$ cat src/include/fspwg_map.vh
`ifndef FSPWG_MAP_VH
`define FSPWG_MAP_VH

// register offsets (byte addresses)
`define FSPWG_REG_CTRL      4'h0
`define FSPWG_REG_STATUS    4'h4
`define FSPWG_REG_ADDR      4'h8
`define FSPWG_REG_DATA      4'hC

// control field positions
`define FSPWG_CTRL_START    0
`define FSPWG_CTRL_CMD_LO   1
`define FSPWG_CTRL_CMD_HI   2
`define FSPWG_CTRL_WORD     3

// commands in the control register
`define FSPWG_CMD_POLL      2'h0
`define FSPWG_CMD_READ      2'h1
`define FSPWG_CMD_WRITE     2'h2
`define FSPWG_CMD_RESET     2'h3

// status bit positions
`define FSPWG_ST_BUSY       0
`define FSPWG_ST_DONE       1
`define FSPWG_ST_FAIL       2
`define FSPWG_ST_ABORT      3
`define FSPWG_ST_RDYPIN     4

// status bit positions on the flash data lines
`define FSPWG_BIT_TOGGLE    6
`define FSPWG_BIT_TIMEOUT   5
`define FSPWG_BIT_ABORT     1

// flash command data: reset and buffer-abort-reset unlock bytes
`define FSPWG_RESET_DATA    8'hF0
`define FSPWG_UNLOCK1_ADDR  22'h00_0555
`define FSPWG_UNLOCK1_DATA  8'hAA
`define FSPWG_UNLOCK2_ADDR  22'h00_02AA
`define FSPWG_UNLOCK2_DATA  8'h55

// strobe timing in ns and derived cycles at 4 ns
`define FSPWG_CLK_NS        4
`define FSPWG_PULSE_NS      100
`define FSPWG_PULSE_CYC     ((`FSPWG_PULSE_NS + `FSPWG_CLK_NS - 1) / `FSPWG_CLK_NS)
`define FSPWG_RECOV_NS      40
`define FSPWG_RECOV_CYC     ((`FSPWG_RECOV_NS + `FSPWG_CLK_NS - 1) / `FSPWG_CLK_NS)
`define FSPWG_RESET_VAL     32'h0000_0000

`endif

$ cat src/hw/fspwg_host.v
// The implementer's own choices: the Wishbone register port and the placing of the registers.
`timescale 1ns/1ns
`include "fspwg_map.vh"

module fspwg_host #(
	parameter ADDR_W = 22,
	parameter CNT_W  = 8
) (
	input  wire              ref_clk,
	input  wire              reset_n,
	input  wire [3:0]        wb_adr_i,
	input  wire [31:0]       wb_dat_i,
	output reg  [31:0]       wb_dat_o,
	input  wire              wb_we_i,
	input  wire [3:0]        wb_sel_i,
	input  wire              wb_cyc_i,
	input  wire              wb_stb_i,
	output reg               wb_ack_o,
	output reg  [ADDR_W-1:0] flashAddr,
	input  wire [15:0]       flashDataIn,
	output reg  [15:0]       flashDataOut,
	output reg               flashDataOe,
	output reg               chipStrobe_n,
	output reg               writeStrobe_n,
	output reg               outputStrobe_n,
	output reg               widthSelect,
	output reg               flashReset_n,
	input  wire              readyBusyIn
);

	// ****************************************
	// states
	// ****************************************
	localparam [8:0] ST_IDLE  = 9'b0_0000_0001;
	localparam [8:0] ST_RDLO  = 9'b0_0000_0010;
	localparam [8:0] ST_RDHI  = 9'b0_0000_0100;
	localparam [8:0] ST_WRLO  = 9'b0_0000_1000;
	localparam [8:0] ST_WRHI  = 9'b0_0001_0000;
	localparam [8:0] ST_EVAL  = 9'b0_0010_0000;
	localparam [8:0] ST_HRST  = 9'b0_0100_0000;
	localparam [8:0] ST_ARRAY = 9'b0_1000_0000;
	localparam [8:0] ST_NEXT  = 9'b1_0000_0000;

	// counts are worked out as integers, then cut to the counter width on purpose
	localparam integer     PULSE_I = `FSPWG_PULSE_CYC;
	localparam integer     RECOV_I = `FSPWG_RECOV_CYC;
	localparam [CNT_W-1:0] PULSE   = PULSE_I[CNT_W-1:0];
	localparam [CNT_W-1:0] RECOV   = RECOV_I[CNT_W-1:0];

	// poll phases
	localparam [1:0] PH_FIRST = 2'd0;
	localparam [1:0] PH_SECND = 2'd1;
	localparam [1:0] PH_RECHK = 2'd2;

	reg [8:0]        state;
	reg [CNT_W-1:0]  cnt;
	reg [1:0]        cmd;
	reg [1:0]        phase;
	reg [1:0]        seqIdx;
	reg [15:0]       rdData;
	reg [15:0]       wrData;
	reg [ADDR_W-1:0] regAddr;
	reg              firstToggle;
	reg              busy;
	reg              done;
	reg              failed;
	reg              aborted;
	reg [2:0]        rbSync;
	reg              readyPin;
	reg [15:0]       dataQ1;
	reg [15:0]       dataQ2;
	reg [15:0]       dataQ3;
	reg [15:0]       dataIn;
	reg              arrayRd;

	// ****************************************
	// helpers
	// ****************************************
	function toggleOf;
		input [15:0] d;
		begin
			toggleOf = d[`FSPWG_BIT_TOGGLE];
		end
	endfunction

	// ready/busy pin: three stages, change taken when last two agree
	always @(posedge ref_clk) begin
		if (!reset_n) begin
			rbSync   <= 3'b111;
			readyPin <= 1'b1;
		end else begin
			rbSync <= {rbSync[1:0], readyBusyIn};
			if (rbSync[1] == rbSync[2])
				readyPin <= rbSync[2];
		end
	end

	// data lines: three stages, word taken once the last two agree,
	// so a line caught mid-change never reaches the toggle compare
	always @(posedge ref_clk) begin
		if (!reset_n) begin
			dataQ1 <= 16'h0000;
			dataQ2 <= 16'h0000;
			dataQ3 <= 16'h0000;
			dataIn <= 16'h0000;
		end else begin
			dataQ1 <= flashDataIn;
			dataQ2 <= dataQ1;
			dataQ3 <= dataQ2;
			if (dataQ2 == dataQ3)
				dataIn <= dataQ3;
		end
	end

	// ****************************************
	// wishbone slave
	// ****************************************
	// ack one cycle after strobe, dropped the cycle after
	always @(posedge ref_clk) begin
		if (!reset_n) begin
			wb_ack_o    <= 1'b0;
			wb_dat_o    <= `FSPWG_RESET_VAL;
			cmd         <= `FSPWG_CMD_POLL;
			widthSelect <= 1'b1;
			regAddr     <= {ADDR_W{1'b0}};
			wrData      <= 16'h0000;
		end else begin
			wb_ack_o <= wb_cyc_i && wb_stb_i && !wb_ack_o;
			if (wb_cyc_i && wb_stb_i && !wb_ack_o) begin
				wb_dat_o <= 32'h0000_0000;
				case (wb_adr_i)
				`FSPWG_REG_CTRL: begin
					wb_dat_o[`FSPWG_CTRL_CMD_HI:`FSPWG_CTRL_CMD_LO] <= cmd;
					wb_dat_o[`FSPWG_CTRL_WORD] <= widthSelect;
					if (wb_we_i && wb_sel_i[0] && !busy) begin
						cmd <= wb_dat_i[`FSPWG_CTRL_CMD_HI:`FSPWG_CTRL_CMD_LO];
						widthSelect <= wb_dat_i[`FSPWG_CTRL_WORD];
					end
				end
				`FSPWG_REG_STATUS: begin
					wb_dat_o[`FSPWG_ST_BUSY]   <= busy;
					wb_dat_o[`FSPWG_ST_DONE]   <= done;
					wb_dat_o[`FSPWG_ST_FAIL]   <= failed;
					wb_dat_o[`FSPWG_ST_ABORT]  <= aborted;
					wb_dat_o[`FSPWG_ST_RDYPIN] <= readyPin;
				end
				`FSPWG_REG_ADDR: begin
					wb_dat_o[ADDR_W-1:0] <= regAddr;
					if (wb_we_i && !busy)
						regAddr <= wb_dat_i[ADDR_W-1:0];
				end
				`FSPWG_REG_DATA: begin
					wb_dat_o[15:0] <= rdData;
					if (wb_we_i && !busy)
						wrData <= wb_dat_i[15:0];
				end
				default: wb_dat_o <= 32'h0000_0000;
				endcase
			end
		end
	end

	wire startReq = wb_cyc_i && wb_stb_i && !wb_ack_o && wb_we_i && wb_sel_i[0] && !busy
		&& (wb_adr_i == `FSPWG_REG_CTRL) && wb_dat_i[`FSPWG_CTRL_START];

	// ****************************************
	// flash sequencer
	// ****************************************
	// one-hot machine; reads use the output strobe so each read is a fresh toggle sample
	always @(posedge ref_clk) begin
		if (!reset_n) begin
			state          <= ST_IDLE;
			cnt            <= {CNT_W{1'b0}};
			phase          <= PH_FIRST;
			seqIdx         <= 2'd0;
			busy           <= 1'b0;
			done           <= 1'b0;
			failed         <= 1'b0;
			aborted        <= 1'b0;
			firstToggle    <= 1'b0;
			arrayRd        <= 1'b0;
			rdData         <= 16'h0000;
			flashAddr      <= {ADDR_W{1'b0}};
			flashDataOut   <= 16'h0000;
			flashDataOe    <= 1'b0;
			chipStrobe_n   <= 1'b1;
			writeStrobe_n  <= 1'b1;
			outputStrobe_n <= 1'b1;
			flashReset_n   <= 1'b1;
		end else begin
			case (state)
			ST_IDLE: begin
				if (startReq) begin
					busy      <= 1'b1;
					done      <= 1'b0;
					cnt       <= PULSE;
					flashAddr <= regAddr;
					seqIdx    <= 2'd0;
					case (wb_dat_i[`FSPWG_CTRL_CMD_HI:`FSPWG_CTRL_CMD_LO])
					`FSPWG_CMD_POLL: begin
						failed <= 1'b0;
						phase  <= PH_FIRST;
						state  <= ST_RDLO;
					end
					`FSPWG_CMD_READ: begin
						phase <= PH_FIRST;
						state <= ST_ARRAY;
					end
					`FSPWG_CMD_WRITE: begin
						flashDataOut <= wrData;
						state        <= ST_WRLO;
					end
					default: begin
						flashReset_n <= 1'b0;
						state        <= ST_HRST;
					end
					endcase
				end
			end
			ST_RDLO, ST_ARRAY: begin
				// output strobe low only with write strobe high: no write possible
				chipStrobe_n   <= 1'b0;
				outputStrobe_n <= 1'b0;
				flashDataOe    <= 1'b0;
				if (cnt == {CNT_W{1'b0}}) begin
					rdData         <= dataIn;
					outputStrobe_n <= 1'b1;
					chipStrobe_n   <= 1'b1;
					cnt            <= RECOV;
					arrayRd        <= (state == ST_ARRAY);
					state          <= ST_RDHI;
				end else
					cnt <= cnt - 1'b1;
			end
			ST_RDHI: begin
				// array reads get the same recovery before done, so no new access crowds them
				if (cnt == {CNT_W{1'b0}})
					state <= arrayRd ? ST_NEXT : ST_EVAL;
				else
					cnt <= cnt - 1'b1;
			end
			ST_EVAL: begin
				cnt   <= PULSE;
				state <= ST_RDLO;
				if (phase == PH_FIRST) begin
					firstToggle <= toggleOf(rdData);
					phase       <= PH_SECND;
				end else if (toggleOf(rdData) == firstToggle) begin
					// steady toggle: finished, array data valid next read
					phase <= PH_FIRST;
					state <= ST_ARRAY;
				end else if (rdData[`FSPWG_BIT_ABORT]) begin
					aborted <= 1'b1;
					seqIdx  <= 2'd0;
					state   <= ST_WRLO;
				end else if (phase == PH_RECHK) begin
					failed <= 1'b1;
					seqIdx <= 2'd3;
					state  <= ST_WRLO;
				end else if (rdData[`FSPWG_BIT_TIMEOUT]) begin
					firstToggle <= toggleOf(rdData);
					phase       <= PH_RECHK;
				end else begin
					// timeout low: keep polling, restart pairing from this sample
					firstToggle <= toggleOf(rdData);
				end
			end
			ST_WRLO: begin
				// write cycle: chip and write strobe low, output strobe high
				outputStrobe_n <= 1'b1;
				chipStrobe_n   <= 1'b0;
				writeStrobe_n  <= 1'b0;
				flashDataOe    <= 1'b1;
				if (aborted) begin
					// abort-reset: unlock, unlock, reset byte in low lane
					case (seqIdx)
					2'd0: begin
						flashAddr    <= `FSPWG_UNLOCK1_ADDR;
						flashDataOut <= {8'h00, `FSPWG_UNLOCK1_DATA};
					end
					2'd1: begin
						flashAddr    <= `FSPWG_UNLOCK2_ADDR;
						flashDataOut <= {8'h00, `FSPWG_UNLOCK2_DATA};
					end
					default: flashDataOut <= {8'h00, `FSPWG_RESET_DATA};
					endcase
				end else if (failed)
					flashDataOut <= {8'h00, `FSPWG_RESET_DATA};
				if (cnt == {CNT_W{1'b0}}) begin
					writeStrobe_n <= 1'b1;
					chipStrobe_n  <= 1'b1;
					cnt           <= RECOV;
					state         <= ST_WRHI;
				end else
					cnt <= cnt - 1'b1;
			end
			ST_WRHI: begin
				if (cnt == {CNT_W{1'b0}}) begin
					flashDataOe <= 1'b0;
					if (aborted && seqIdx < 2'd2) begin
						seqIdx <= seqIdx + 2'd1;
						cnt    <= PULSE;
						state  <= ST_WRLO;
					end else begin
						aborted <= 1'b0;
						state   <= ST_NEXT;
					end
				end else
					cnt <= cnt - 1'b1;
			end
			ST_HRST: begin
				if (cnt == {CNT_W{1'b0}}) begin
					flashReset_n <= 1'b1;
					state        <= ST_NEXT;
				end else
					cnt <= cnt - 1'b1;
			end
			ST_NEXT: begin
				busy  <= 1'b0;
				done  <= 1'b1;
				state <= ST_IDLE;
			end
			default: state <= ST_IDLE;
			endcase
		end
	end

endmodule

$ cat config.mk
export PLATFORM = sky130hd
export DESIGN_NAME = fspwg_host
export DESIGN_NICKNAME = d
export VERILOG_FILES = /design/src/hw/fspwg_host.v
export VERILOG_INCLUDE_DIRS = /design/src /design/src/include
export SDC_FILE = /design/constraint.sdc
export NUM_CORES = 1
export LEC_CHECK = 0
export ABC_AREA = 0
export BUFFER_PORTS_ARGS = -buffer_cell sky130_fd_sc_hd__buf_2
export CAP_MARGIN = 15
export CELL_PAD_IN_SITES_DETAIL_PLACEMENT = 1
export CELL_PAD_IN_SITES_GLOBAL_PLACEMENT = 1
export CORE_MARGIN = 3
export CORE_UTILIZATION = 40
export CTS_CLUSTER_SIZE = 10
export DETAILED_ROUTE_END_ITERATION = 12
export PLACE_DENSITY = 0.74
export SLEW_MARGIN = 20
export SYNTH_ARGS = -nofsm -noshare
export SYNTH_HDL_FRONTEND = slang
export SYNTH_SLANG_ARGS = --single-unit
export TNS_END_PERCENT = 1
$ cat constraint.sdc
create_clock -name ref_clk -period 2.9 [get_ports ref_clk]
set_input_delay 0.58 -clock ref_clk [delete_from_list [all_inputs] [get_ports ref_clk]]
set_output_delay 0.58 -clock ref_clk [all_outputs]
set_load 0.05 [all_outputs]
Word level (Yosys, flattened, before mapping)
Cells that the tools add are included.
W data, S select, Z words.
{"block": "op_classes", "muxes": 80, "addsub": 2, "magnitude_cmp": 1, "n_eq_ne": 48, "n_reduce_logical": 48}
{"cell": "$pmux W22 S2", "n": 2}
{"cell": "$mux W9", "n": 8}
{"cell": "$mux W16", "n": 4}
{"cell": "$pmux W9 S7", "n": 1}
{"cell": "$mux W8", "n": 7}
{"cell": "$mux W22", "n": 2}
{"cell": "$pmux W8 S5", "n": 1}
{"cell": "$ne A2 B2 Y1 const B", "n": 19}
{"cell": "$pmux W16 S2", "n": 1}
{"cell": "$mux W2", "n": 14}
{"cell": "$pmux W8 S3", "n": 1}
{"cell": "$mux W1", "n": 22}
{"cell": "$pmux W11 S2", "n": 1}
{"cell": "$reduce_and A4 Y1", "n": 5}
{"cell": "$reduce_and A6 Y1", "n": 3}
{"cell": "$eq A16 B16 Y1", "n": 1}
{"cell": "$pmux W8 S2", "n": 1}
{"cell": "$reduce_and A7 Y1", "n": 2}
{"cell": "$ne A4 B4 Y1 const B", "n": 3}
{"cell": "$pmux W1 S2", "n": 6}
{"cell": "$pmux W3 S4", "n": 1}
{"cell": "$reduce_bool A2 Y1", "n": 6}
{"cell": "$logic_and A1 B1 Y1", "n": 11}
{"cell": "$eq A9 B1 Y1 const B", "n": 1}
{"cell": "34 further kinds", "n": 56}
{"block": "totals", "word_cells": 209, "register_bits": 218, "input_bits": 62}

Depth between registers and ports, before layout
{"block": "logic_depth", "ltp_word": 9, "depth_mapped": 10, "ltp_nobuf": 8}

Worst setup path after synthesis
OpenSTA, ideal clock, no wires.
{"block": "synth_timing", "path_kind": "input port to flip-flop", "from": "in wb_adr_i[3]", "to": "reg flashDataOut[4]", "arrival_ns": 2.284, "t_required_ns": 2.772, "setup_slack_ns": 0.489, "stages": 8, "path_cell_list": "clkbuf_1 -> nor4bb_1 -> nand4_1 -> nor3_2 -> a21o_1 -> buf_2 -> mux2i_1 -> nor2_1"}
{"block": "synth_via", "elab_chain_len": 5}
{"element": "from (decl)", "line": "fspwg_host.v:11", "text": "input wire [3:0] wb_adr_i,"}
{"element": "$logic_not A4 Y1"}
{"element": "$logic_and A1 B1 Y1 (2 in series)", "line": "fspwg_host.v:163", "text": "wire startReq = wb_cyc_i && wb_stb_i && !wb_ack_o && wb_we_i && wb_sel_i[0] && !busy"}
{"element": "$ne A2 B2 Y1 (no line)"}
{"element": "$reduce_and A4 Y1 (no line)"}
{"element": "to (signal assigned)", "line": "fspwg_host.v:210", "text": "flashDataOut <= wrData;"}
{"element": "to (signal assigned)", "line": "fspwg_host.v:279", "text": "flashDataOut <= {8'h00, `FSPWG_UNLOCK1_DATA};"}
{"element": "to (signal assigned)", "line": "fspwg_host.v:283", "text": "flashDataOut <= {8'h00, `FSPWG_UNLOCK2_DATA};"}
{"element": "to (decl)", "line": "fspwg_host.v:21", "text": "output reg [15:0] flashDataOut,"}
Every way passes these cells.
A chain may end at the register's enable or synchronous reset.

Worst setup path in the final report
{"block": "layout_timing", "from": "reg state[8]", "to": "reg flashAddr[17]"}
{"block": "layout_via", "elab_chain_len": 3, "word_cells_on_any_way": 8, "classes_between": "5 x eq/ne; 1 x mux; 2 x reduce/logical"}
{"element": "from (decl)", "line": "fspwg_host.v:55", "text": "reg [8:0] state;"}
{"element": "from (signal assigned)", "line": "fspwg_host.v:238", "text": "state <= arrayRd ? ST_NEXT : ST_EVAL;"}
{"element": "$eq A9 B4 Y1 or $eq A9 B1 Y1 (tied branches)", "line": "fspwg_host.v:191", "text": "case (state)"}
{"element": "$ne A3 B1 Y1 (no line), or another cell as far along"}
{"element": "$reduce_and A4 Y1 (no line)"}
{"element": "to (signal assigned)", "line": "fspwg_host.v:183", "text": "flashAddr <= {ADDR_W{1'b0}};"}
{"element": "to (signal assigned)", "line": "fspwg_host.v:197", "text": "flashAddr <= regAddr;"}
{"element": "to (signal assigned)", "line": "fspwg_host.v:278", "text": "flashAddr <= `FSPWG_UNLOCK1_ADDR;"}
{"element": "to (decl)", "line": "fspwg_host.v:19", "text": "output reg [ADDR_W-1:0] flashAddr,"}
Several ways; a longest one is shown, not always the timed one.

==> impl_metrics.csv <==
group,metric,value,unit
global_route,grt_overflow,0,
sta,skew,0.0182,ns
logic_synthesis,synth.avg_cell_area,8.89,sq um
critical_path,crit_slowest_cell,"nor4_1",
sta,finalHoldViolCount,0,
cts,clk_latency,0.52,ns
drt,drc,0,
floorplanning,die_y,153,um
global_route,grt_max_degree,75,
placed_design,dpl-instance-area,9400,sq um
sta,clock.fmax,389,MHz
power,power_density,705,nW/um^2
logic_synthesis,syn-cell-area,8600,sq um
cts,cts.sinks,218,
critical_path,r2r_cells,5,
drt,wl_met2,11.3,mm
logic_synthesis,syn-instance-count,968,
outcome,status,"finished clean",
drt,via_per_inst,5.31,
sta,layout_worst_path_cycle_share,88.7,%
power,p_total,7.13,mW
drt,vias,7158,
floorplanning,start_util,40.8,%
sta,final.min_clock_period,2.57,ns
floorplanning,rows,53,
power,p_leak,3.92,nW
logic_synthesis,yosysSeqAreaShare,50.7,%
final_layout,drive_above_1_share,18.2,%
logic_synthesis,ys_types,69,
floorplanning,core,21100,sq um
final_layout,final_cell_mix,"dfxtp_1 (218), nand2_1 (165), buf_2 (115)",
cts,cts_tree,"built",
critical_path,cp_num_buf_inv,0,
sta,max_slew.worst_pin.slew,0.863,ns
cts,cts_resized,0,
critical_path,start_kind,"register",
logic_synthesis,synth.ff_latch_count,218,
drt,drt_iter0_drc,364,
cts,cts_buffers,26,
critical_path,critPathArrivalTime,2.97,ns
logic_synthesis,yosys_warnings,0,
global_route,antenna_found_initial,2,
cts,clk_pin_slew,0.05,ns
placed_design,gp_congestion,0.853,
cts,cts_root_buf,"clkbuf_16",
power,vdd_drop_max,0.509,mV
logic_synthesis,async_reset_ff_share,0,%
critical_path,path_max_fanout,11,
final_layout,final_common_cell,"dfxtp_1",
drt,detail_route.wl_per_cell,17.7,um
drt,first_pass_iters,5,
logic_synthesis,synth_ff_type,"dfxtp_1",
placed_design,numPortBuffers,115,
final_layout,fin_area,10100,sq um
floorplanning,io-pin-count,139,
cts,cts_setup_buffers,0,
run,max-cap-violations,0,
critical_path,critPathKind,"register to register",
critical_path,cpPeakStageDelay,0.68,ns
critical_path,worstPathRequired,3.30,ns
final_layout,antenna_cells_inserted,0,
worst_hold_path,hold_path_depth,2,
drt,met1Wirelength,10.7,mm
critical_path,crit_chain,"nor4_1 -> nand3_1 -> o21ai_2 -> nor2_1 -> a22o_1",
final_layout,nets,1136,
sta,relSlewSlack,42.2,%
global_route,grt_pass1_vias,7261,
sta,final.setup.tns,0,ns
worst_hold_path,min_path_type,"primary input to register",
cts,clk_path_buf_depth,3,
cts,htree_num_levels,1,
critical_path,cp_num_cells,5,
global_route,track_usage,19.8,%
sta,finalSetupViolCount,0,
logic_synthesis,synth_edf_count,0,
drt,highest_layer,"met5",
final_layout,area_delta_synth_final,17.7,%
floorplanning,fp.dieW,153,um
critical_path,crit_family,"simple AND/OR/NAND/NOR gates",
drt,wl,23.9,mm
floorplanning,die_area,23300,sq um
critical_path,end_kind,"register",
placed_design,dp_hpwl,16.9,mm
cts,postCtsHoldBufs,0,
global_route,grt_pass1_wl,38.7,mm
drt,ant_nets,0,
sta,rsz0062_at_grt,"no",
sta,slew_viol_final,0,
sta,hold_slack,0.257,ns
drt,dr_wl_met3,1.30,mm
[cell type report]
class	count	area, sq um
tap	275	344
multi-input combinational	678	3910
timing repair buffer	138	761
clock buffer	32	714
inverter	7	28.8
sequential	218	4360
fill	2514	11000
clock inverter	1	7.51
[through the flow]
step	setup WS (ns)	util, %	cells
final	0.328	48.0	1349
after global routing	0.0365	48.0	1349
after CTS	0.309	48.0	1349
after detailed placement	0.289	44.6	1316
after global placement	0.340	44.6	1316
after floorplan	0.489	-	977
[cells by family (layout without fill, tap and decap cells)]
family	count (synthesis)	after routing	synth area share (%)
muxes	29	29	3.84
other	1	10	0.0436
AOI/OAI and AO/OA	197	197	15.0
DFF	218	218	50.7
and+or+nand+nor	418	418	23.4
adders and majority gates	5	5	0.727
xor gates and xnor gates	19	19	1.93
buffers and inverters	81	178	4.39
[state kept, by name (all words and copies together), names as in the netlist, 2 cells and up]
register,flops
cmd,2
cnt,8
dataIn,16
dataQ1,16
dataQ2,16
dataQ3,16
flashAddr,22
flashDataOut,16
phase,2
rbSync,3
rdData,16
regAddr,22
seqIdx,2
state,9
wb_dat_o,22
wrData,16
[report_power, final]
part | leakage, nW | internal, mW | switching [mW]
combinational | 1.80 | 0.364 | 0.743
sequential | 1.77 | 3.09 | 0.0934
clock | 0.351 | 1.70 | 1.15
total | 3.92 | 5.15 | 1.99
[path summary, 6_finish.rpt]
path | from | end | slack, ns
min reg2reg | rbSync[0] | rbSync[1] | 0.41
max | state[8] | flashAddr[17] | 0.33
max reg2reg | state[8] | flashAddr[17] | 0.33
min | readyBusyIn | rbSync[0] | 0.26
[cell usage after synthesis (10+ instances only)]
cell type,count,area [sq um]
buf_4,10,75.1
o211ai_1,12,90.1
xnor2_1,17,149
a211oi_1,12,90.1
nor2b_1,10,62.6
buf_2,11,55.1
and2_1,50,313
a22o_1,13,114
a221oi_1,15,131
a21oi_1,98,490
nor3_1,29,145
nand2_1,165,619
clkbuf_1,50,188
dfxtp_1,218,4360
nor2_1,77,289
nand3_1,25,125
mux2i_1,24,240
[metal layers]
layer	vias to the layer above	GRT usage, %
met4	4	4.50
met2	149	33.3
met3	45	3.21
li1	3533	-
met5	-	0
met1	3427	27.0
No activity file was read; power rests on OpenSTA's default activity.
